[config.mk]
export PLATFORM = sky130hd
export DESIGN_NAME = async_sram_1k_by_4_host
export DESIGN_NICKNAME = d
export VERILOG_FILES = /design/src/verilog/sram_host_pkg.sv /design/src/verilog/sram_idle_timer.sv /design/src/verilog/async_sram_1k_by_4_host.sv
export SDC_FILE = /design/constraint.sdc
export NUM_CORES = 1
export LEC_CHECK = 0
export ABC_AREA = 1
export BUFFER_PORTS_ARGS = -buffer_cell sky130_fd_sc_hd__buf_2
export CELL_PAD_IN_SITES_DETAIL_PLACEMENT = 0
export CELL_PAD_IN_SITES_GLOBAL_PLACEMENT = 2
export CORE_UTILIZATION = 29
export DETAILED_ROUTE_END_ITERATION = 8
export PLACE_DENSITY_LB_ADDON = 0.15
export SKIP_CTS_REPAIR_TIMING = 1
export SLEW_MARGIN = 20
export SYNTH_ARGS = -nofsm -noshare
export SYNTH_HDL_FRONTEND = slang
export SYNTH_SLANG_ARGS = --single-unit
[constraint.sdc]
create_clock -name clock -period 2.6 [get_ports clock]
set_input_delay 0.52 -clock clock [delete_from_list [all_inputs] [get_ports clock]]
set_output_delay 0.52 -clock clock [all_outputs]
set_load 0.1 [all_outputs]
[src/verilog/sram_host_pkg.sv]
// constants for the host-side controller of a 1024 x 4 asynchronous static memory
// assumes one 100 MHz clock and the memory's pins wired straight to the controller
`default_nettype none
package sram_host_pkg;
	localparam int ADDR_W = 10;
	localparam int DATA_W = 4;
	localparam int DEPTH = 1024;
	localparam int CLK_PERIOD_NS = 10;
	// slowest grade figures, in ns
	localparam int ACCESS_NS = 55;
	localparam int ACCESS_SHORT_IDLE_NS = 65;
	localparam int LONG_IDLE_NS = 55;
	localparam int WRITE_PULSE_NS = 40;
	localparam int DATA_SETUP_NS = 20;
	localparam int ADDR_HOLD_NS = 5;
	localparam int BUS_RELEASE_NS = 20;
	// least times round up, none below one cycle
	function automatic int cyc_up(input int ns);
		int c;
		c = (ns + CLK_PERIOD_NS - 1) / CLK_PERIOD_NS;
		return (c < 1) ? 1 : c;
	endfunction
	localparam int CNT_W = 4;
	localparam logic [CNT_W-1:0] ACCESS_LONG_CYC = CNT_W'(cyc_up(ACCESS_NS) + 1);
	localparam logic [CNT_W-1:0] ACCESS_SHORT_CYC = CNT_W'(cyc_up(ACCESS_SHORT_IDLE_NS) + 1);
	localparam logic [CNT_W-1:0] WRITE_PULSE_CYC = CNT_W'(cyc_up(WRITE_PULSE_NS));
	localparam logic [CNT_W-1:0] HOLD_CYC = CNT_W'(cyc_up(ADDR_HOLD_NS));
	localparam logic [CNT_W-1:0] RELEASE_CYC = CNT_W'(cyc_up(BUS_RELEASE_NS));
	localparam logic [CNT_W-1:0] LONG_IDLE_CYC = CNT_W'(cyc_up(LONG_IDLE_NS) + 1);
	localparam logic [CNT_W-1:0] CNT_ONE = 4'h1;
	localparam logic [CNT_W-1:0] CNT_ZERO = 4'h0;
	typedef enum logic [2:0] {
		ST_IDLE = 3'b000,
		ST_SETUP = 3'b001,
		ST_STROBE = 3'b011,
		ST_HOLD = 3'b010,
		ST_RELEASE = 3'b110
	} host_state_t;
endpackage
`default_nettype wire

[src/verilog/sram_idle_timer.sv]
// counts cycles the memory has been deselected, saturating
// assumes deselected is the registered chip select level of the host
`default_nettype none
module sram_idle_timer
	import sram_host_pkg::*;
(
	input wire logic clock,
	input wire logic srst,
	input wire logic deselected,
	output logic long_idle
);
	logic [CNT_W-1:0] idle_cnt_r;
	// a reset may cut a selected access, so the idle time before it is unknown: assume short
	always_ff @(posedge clock)
	begin
		if (srst)
			idle_cnt_r <= CNT_ZERO;
		else if (!deselected)
			idle_cnt_r <= CNT_ZERO;
		else if (idle_cnt_r != LONG_IDLE_CYC)
			idle_cnt_r <= idle_cnt_r + CNT_ONE;
	end
	// strictly more than the idle threshold counts as long
	assign long_idle = (idle_cnt_r == LONG_IDLE_CYC);
endmodule
`default_nettype wire

[src/verilog/async_sram_1k_by_4_host.sv]
// host controller driving a 1024 x 4 asynchronous static memory over its pins
// assumes memory pins are sampled synchronously to clock; pad logic joins data out/in/oe
`default_nettype none
module async_sram_1k_by_4_host
	import sram_host_pkg::*;
(
	input wire logic clock,
	input wire logic srst,
	input wire logic req_valid,
	input wire logic req_write,
	input wire logic [sram_host_pkg::ADDR_W-1:0] req_addr,
	input wire logic [sram_host_pkg::DATA_W-1:0] req_wdata,
	output logic req_ready,
	output logic rsp_valid,
	output logic [sram_host_pkg::DATA_W-1:0] rsp_rdata,
	output logic [sram_host_pkg::ADDR_W-1:0] mem_addr,
	output logic chip_select_n,
	output logic write_enable_n,
	output logic [sram_host_pkg::DATA_W-1:0] data_pin_out,
	output logic data_pin_oe,
	input wire logic [sram_host_pkg::DATA_W-1:0] data_pin_in
);
	import sram_host_pkg::*;

	host_state_t state_r;
	logic [CNT_W-1:0] cnt_r;
	logic write_r;
	logic long_idle;

	sram_idle_timer u_idle (
		.clock(clock),
		.srst(srst),
		.deselected(chip_select_n),
		.long_idle(long_idle)
	);

	wire logic cnt_done = (cnt_r == CNT_ONE);
	wire logic take = req_ready && req_valid;

	// sequencing
	always_ff @(posedge clock)
	begin
		if (srst)
		begin
			state_r <= ST_IDLE;
			cnt_r <= CNT_ZERO;
			write_r <= 1'b0;
		end
		else
		begin
			case (state_r)
				ST_IDLE:
				begin
					if (take)
					begin
						write_r <= req_write;
						state_r <= ST_SETUP;
					end
				end
				ST_SETUP:
				begin
					state_r <= ST_STROBE;
					// reads wait longer when reselected soon after a deselect; writes always use the write pulse
					if (write_r)
						cnt_r <= WRITE_PULSE_CYC;
					else if (long_idle)
						cnt_r <= ACCESS_LONG_CYC;
					else
						cnt_r <= ACCESS_SHORT_CYC;
				end
				ST_STROBE:
				begin
					if (cnt_done)
					begin
						state_r <= ST_HOLD;
						cnt_r <= HOLD_CYC;
					end
					else
						cnt_r <= cnt_r - CNT_ONE;
				end
				ST_HOLD:
				begin
					if (cnt_done)
					begin
						state_r <= ST_RELEASE;
						cnt_r <= RELEASE_CYC;
					end
					else
						cnt_r <= cnt_r - CNT_ONE;
				end
				ST_RELEASE:
				begin
					// the memory may still drive the pins for a while after a read
					if (cnt_done)
						state_r <= ST_IDLE;
					else
						cnt_r <= cnt_r - CNT_ONE;
				end
				default:
					state_r <= ST_IDLE;
			endcase
		end
	end

	// request port handshake
	always_ff @(posedge clock)
	begin
		if (srst)
			req_ready <= 1'b0;
		else if (take)
			req_ready <= 1'b0;
		else
			req_ready <= (state_r == ST_IDLE) || (state_r == ST_RELEASE && cnt_done);
	end

	// address and write data stand from setup through hold
	always_ff @(posedge clock)
	begin
		if (srst)
		begin
			mem_addr <= '0;
			data_pin_out <= '0;
		end
		else if (take)
		begin
			mem_addr <= req_addr;
			data_pin_out <= req_wdata;
		end
	end

	// select low for the strobe; raised first so write enable never ends a write alone
	always_ff @(posedge clock)
	begin
		if (srst)
			chip_select_n <= 1'b1;
		else if (state_r == ST_SETUP)
			chip_select_n <= 1'b0;
		else if (state_r == ST_STROBE && cnt_done)
			chip_select_n <= 1'b1;
	end

	// write enable falls with select and rises one cycle after it
	always_ff @(posedge clock)
	begin
		if (srst)
			write_enable_n <= 1'b1;
		else if (state_r == ST_SETUP && write_r)
			write_enable_n <= 1'b0;
		else if (state_r == ST_HOLD)
			write_enable_n <= 1'b1;
	end

	// host drives pins only for writes, data held past select rise
	always_ff @(posedge clock)
	begin
		if (srst)
			data_pin_oe <= 1'b0;
		else if (take)
			data_pin_oe <= req_write;
		else if (state_r == ST_HOLD && cnt_done)
			data_pin_oe <= 1'b0;
	end

	// sample read data at the last strobe cycle
	always_ff @(posedge clock)
	begin
		if (srst)
		begin
			rsp_valid <= 1'b0;
			rsp_rdata <= '0;
		end
		else
		begin
			rsp_valid <= (state_r == ST_STROBE) && cnt_done && !write_r;
			if ((state_r == ST_STROBE) && cnt_done && !write_r)
				rsp_rdata <= data_pin_in;
		end
	end
endmodule
`default_nettype wire

Yosys cells after proc, flatten, opt, wreduce, memory -nomap -nowiden --
Index checks and enable logic that the tools add are counted.
Storage, ports and cells: register bits after elaboration 35, input bits 22, output and inout bits 23, logic and storage cells 62
Cells by class: add/subtract/negate cells 2, equal/unequal tests 12, muxes and demuxes 17, bitwise operators 1, reduce and logical (&&, ||, !) cells 18
Operators with widths (number):
- $mux W4 | 5
- $pmux W4 S4 | 1
- $pmux W3 S5 | 1
- $mux W3 | 4
- $ne A2 B2 Y1 const B | 5
- $eq A3 B2 Y1 const B | 2
- $logic_and A1 B1 Y1 | 6
- $mux W1 | 6
- $reduce_bool A2 Y1 | 3
- $add A4 B1 Y4 const B | 1
- $eq A4 B1 Y1 const B | 1
- $eq A4 B3 Y1 const B | 1
- $ne A4 B3 Y1 const B | 1
- $reduce_and A2 Y1 | 2
- $reduce_and A4 Y1 | 1
- $reduce_bool A4 Y1 | 1
- $reduce_or A2 Y1 | 2
- $sub A4 B1 Y4 const B | 1
- $eq A3 B1 Y1 const B | 1
- $eq A3 B3 Y1 const B | 1
- $logic_not A3 Y1 | 1
- $logic_not A1 Y1 | 1
- $logic_or A1 B1 Y1 | 1
- $not A1 Y1 | 1

Longest topological paths before layout --
depth after elaboration 4, depth in mapped cells 10, mapped depth without buffers 10

Modules after synthesis --
From an unflattened synthesis, not the netlist that was laid out.
Unflattened totals: cells, all modules 210, area total of the unflattened synthesis 1540.2 um^2
Modules (own cells, without submodules):
- async_sram_1k_by_4_host | instances 1, cells each 180, area each 1335.0 um^2, seq. area each 620.6 um^2
- sram_idle_timer | instances 1, cells each 30, area each 205.2 um^2, seq. area each 80.1 um^2

Least setup slack after synthesis --
No wires, ideal clock.
kind reg2reg, from register req_ready, to register mem_addr[0] (netlist bit), setup time 0.065 ns, arrival time 1.739 ns, setup slack 0.796 ns, stages on the path, launching flop included 6, clock period less this slack 1.804 ns, cells stage by stage dfxtp_1 -> nand2_1 -> inv_2 -> buf_2 -> nor2_1 -> nor2_1
On the way: word-level cells in the longest chain between the ends 1
RTL lines:
- start, declared | line async_sram_1k_by_4_host.sv:13 | output logic req_ready,
- start signal, assigned | line async_sram_1k_by_4_host.sv:113 | req_ready <= (state_r == ST_IDLE) || (state_r == ST_RELEASE && cnt_done);
- $logic_and A1 B1 Y1 | line async_sram_1k_by_4_host.sv:38 | wire logic take = req_ready && req_valid;
- end signal, assigned | line async_sram_1k_by_4_host.sv:126 | mem_addr <= req_addr;
- end, declared | line async_sram_1k_by_4_host.sv:16 | output logic [sram_host_pkg::ADDR_W-1:0] mem_addr,
No other way between the ends. A chain may end at the register's enable or synchronous reset.

Worst setup path in the final report --
from register chip_select_n, to output port chip_select_n
RTL lines:
- start, declared | line async_sram_1k_by_4_host.sv:17 | output logic chip_select_n,
- start signal, assigned | line async_sram_1k_by_4_host.sv:135 | chip_select_n <= 1'b1;
- start signal, assigned | line async_sram_1k_by_4_host.sv:137 | chip_select_n <= 1'b0;
- start signal, assigned | line async_sram_1k_by_4_host.sv:139 | chip_select_n <= 1'b1;
No word-level cell between the ends.

==> impl_summary.md <==
Synth
The synthesized netlist devotes 0.583% of its cell area to XOR and XNOR gates. After synthesis, the largest family of logic cells by area is simple AND/OR/NAND/NOR gates. Summing the areas of all compound-gate instances in the mapped netlist gives 14.0% of the synthesized area. Ranked by total cell area, the synthesized netlist is headed by sky130_fd_sc_hd__dfxtp_1 (47%), sky130_fd_sc_hd__nor2_1 (9.7%), sky130_fd_sc_hd__nand2_1 (8.8%), sky130_fd_sc_hd__o21ai_0 (6.7%), sky130_fd_sc_hd__a21oi_1 (4.3%). Of the synthesized area, sequential elements account for 46.7%. The adder and majority gate portion of the synthesized area is 2.50%. The register bit count reported by yosys is 35. Of the total synthesized cell area, the portion taken by AND, OR, NAND and NOR gates is 30.7%. Synthesis instantiated 25 different standard cells from the library. The post-synthesis area per instance is 7.43 um2. The area of the mapped netlist is 0.00150 mm2.

Of the post-synthesis cell area, the dominant cell type holds 46.7%. The share of synthesized area spent on multiplexers is 0%. Counting every net in the synthesized netlist gives 227.

The gate count of the mapped netlist is 202. The synthesized design spends more area on one cell type than any other, namely sky130_fd_sc_hd__dfxtp_1. During synthesis, Yosys emitted a total of 0 warnings.

Clock tree
TritonCTS built the clock tree. The H-tree depth is 2. The root buffer cell chosen for the clock tree is sky130_fd_sc_hd__clkbuf_8. Clock-pin slew was measured on the worst setup and hold paths at 0.07 ns. The TritonCTS buffer count is 5. For this design, the sink count on the clock tree is 35. The insertion delay to the later sink of the worst-skew pair is 0.29 ns. The longest clock path from root to sink contains 2 buffers.

Die
45 I/O pins were placed. The area of the core is 0.00485 mm2. The effective utilization at floorplan is 31.0%.

The area of the die is 0.00547 mm2. The total number of placement rows is 25. The die outline height is 74.0 um. Measured along the x axis, the die boundary spans 74.0 um.

STA
The pin slew with the least headroom to its limit is 0.543 ns. The summed negative setup slack over all endpoints is 0 ns. The time the final worst path needs with I/O delays and setup is 1.60 ns. The fmax is 0.625 GHz. The worst clock skew is 0.00402 ns. Setup violations remaining at the end of the flow were counted as 0.

The final number of hold-violating endpoints is 0. The total count of max-transition violations in the final report is 0. Headroom to the max-slew limit came out at 63.8%. The share of the clock period used by the worst path is 61.5%.

Setup repair after global routing left no endpoint under its margin.

Global route
The first global-routing pass estimated 5.67 mm of wire. The overall fraction of global-route tracks in use is 13.8%. The residual overflow from global routing is 0. Entering global routing, the biggest net connects 23 pins. The via count of the first global-routing pass was 1285.

The initial antenna violation count was 0.

Power and ir drop
For this design the ratio of total power to cell area is 830 mW/mm2. The maximum ir drop on the vdd rail is 0.502 mV. The post-layout total power is 1.55 mW. The combinational fraction of design power is 33.9%. Summed over all nets, the switching power comes to 0.647 mW. The internal power is 0.903 mW.

The power share of the clock group is 24.8%. Registers are responsible for 41.3% of the overall power. Of the total power, the share spent switching nets is 41.7%. In this run the static leakage power is 0.825 nW.

Route
The count of unresolved DRC violations after routing is 0. The post-detailed-routing wire length is 3.47 mm. After detailed routing, the average wire length per cell comes to 11.0 um. The number of nets still failing antenna checks after routing is 0. The first routing iteration left 53 violations. For this block, the via count after detailed routing is 1399.

Before antenna repair, the detailed router went through 4 iterations. The via count normalized by instance count is 4.43.

Final layout
The post-route netlist has 27.7% of its cells at a drive strength greater than 1. In the final design database the tool counted 273 nets. The number of standard cells in the layout, taps in and fillers out is 316. Relative to the synthesized area, the layout overhead comes to 24.3%.

0 antenna diodes ended up in the layout.

Critical path
The worst-path cell with the longest stage delay is sky130_fd_sc_hd__buf_2. Counting both buffers and inverters, the worst setup path holds a total of 1. The type of element launching the critical path is a flop. The family of cells with the greatest summed delay on the critical path is buffers and inverters. The worst flop-to-flop path startpoint is req_ready$_SDFF_PP0_. The worst setup path category is reg2out. Data on the critical path arrives at its endpoint at 1.08 ns. The biggest cell delay along the critical path is 0.44 ns.

The origin of the worst setup path is chip_select_n$_SDFFE_PP1P_. STA classifies the critical path endpoint as an output pin. The critical path required time is 2.08 ns. Traced cell by cell, the critical path runs through buf_2. The maximum fanout along the worst path is 3.

Place
At the end of routability-driven placement, the weighted congestion stood at 0.684. During placement, the flow inserted port buffers numbering 44. The post-DP HPWL is 2.54 mm. The number of placed instances, taps included, is 308.

Hold path
The worst hold path begins at u_idle.idle_cnt_r[3]$_SDFFE_PP0P_. The worst hold path belongs to the class reg2reg.

Run status
The flow ran to the end, and the final reports show no timing, DRC or antenna violations.

Job
The max-capacitance violation count is 0.
-- per-layer routing --
layer | global-route usage, % | up-vias | wire (um)
li1 | - | 747 | -
met1 | 16.6 | 608 | 1670
met2 | 22.4 | 40 | 1540
met3 | 5.28 | 4 | 220
met4 | 5.13 | 0 | 38
met5 | 0 | - | 0
-- logic make-up after synthesis --
family / after synthesis
AND/OR/NAND/NOR: 101
AO/OA/AOI/OAI: 40
flip-flops: 35
buffers and inverters: 22
adder cells (fa/ha/maj): 3
XOR/XNOR: 1
-- synth_stat cells (all sizes together) --
library cell  number
inv               16
buf                1
o21ai             23
ha                 3
nand4              2
a21oi             14
clkbuf             4
clkinv             1
and2               1
o211ai             2
dfxtp             35
xor2               1
nand2             39
nand3             14
nand3b             1
a31oi              1
nor2              44
-- cells in the final DEF (no fill, tap or decap) --
master and instances:
sky130_fd_sc_hd__and2_1 1, sky130_fd_sc_hd__o21ai_1 3, sky130_fd_sc_hd__clkbuf_1 2, sky130_fd_sc_hd__nand2_2 2
sky130_fd_sc_hd__nand2_1 35, sky130_fd_sc_hd__o21ai_0 20, sky130_fd_sc_hd__inv_2 7, sky130_fd_sc_hd__dfxtp_1 35
sky130_fd_sc_hd__buf_2 44, sky130_fd_sc_hd__a21oi_1 13, sky130_fd_sc_hd__inv_1 9, sky130_fd_sc_hd__a31oi_1 1
sky130_fd_sc_hd__o211ai_1 2, sky130_fd_sc_hd__clkbuf_8 5, sky130_fd_sc_hd__ha_1 3, sky130_fd_sc_hd__nand2_4 2
sky130_fd_sc_hd__clkinv_2 1, sky130_fd_sc_hd__nor2_4 2, sky130_fd_sc_hd__nand3_1 12, sky130_fd_sc_hd__clkinv_1 1
sky130_fd_sc_hd__nand3_2 2, sky130_fd_sc_hd__xor2_1 1, sky130_fd_sc_hd__nor2_1 39, sky130_fd_sc_hd__nand3b_1 1
sky130_fd_sc_hd__nor2_2 3, sky130_fd_sc_hd__nand4_1 2, sky130_fd_sc_hd__a21oi_2 1
-- sequential cells by signal, summed over array words and instances, names as in the netlist --
signal,count
u_idle.idle_cnt_r,4
rsp_rdata,4
data_pin_oe,1
rsp_valid,1
req_ready,1
chip_select_n,1
write_r,1
cnt_r,4
state_r,3
data_pin_out,4
mem_addr,10
write_enable_n,1
-- power by group through the flow --
| stage | combinational, mW | clock (mW) | sequential (mW) |
|---|---|---|---|
| final | 0.526 | 0.384 | 0.640 |
| after global routing | 0.573 | 0.421 | 0.649 |
| after CTS | 0.530 | 0.395 | 0.641 |
| after detailed placement | 0.529 | 0 | 0.651 |
| after global placement | 0.529 | 0 | 0.655 |
| after floorplan | 0.216 | 0 | 0.868 |
-- cell type report --
class,instances,area (um2)
fillers,539,2980
multi-input cells,145,717
flip-flops and latches,35,701
repair buffers,44,220
well taps,67,83.8
clock buffers,7,76.3
inverters,17,63.8
clock inverters,1,5.00
-- worst paths after layout --
path	endpoint	slack (ns)	depth (start not counted)
setup reg to reg	write_r$_SDFFE_PP0P_	1.18	5
setup / recovery	chip_select_n	1.0	1
hold reg to reg	u_idle.idle_cnt_r[2]$_SDFFE_PP0P_	0.45	1
hold / removal	u_idle.idle_cnt_r[2]$_SDFFE_PP0P_	0.45	1
-- through the flow --
step	worst slack, ns	cell area [um2]	hold WS [ns]	util [%]
after floorplan	0.796	1500	0.423	-
after global placement	0.919	1790	0.436	36.8
after detailed placement	0.840	1790	0.447	36.8
after CTS	0.990	1870	0.450	38.5
after global routing	0.956	1870	0.460	38.5
final	1.00	1870	0.448	38.5
Power figures use the tool's default switching activity.
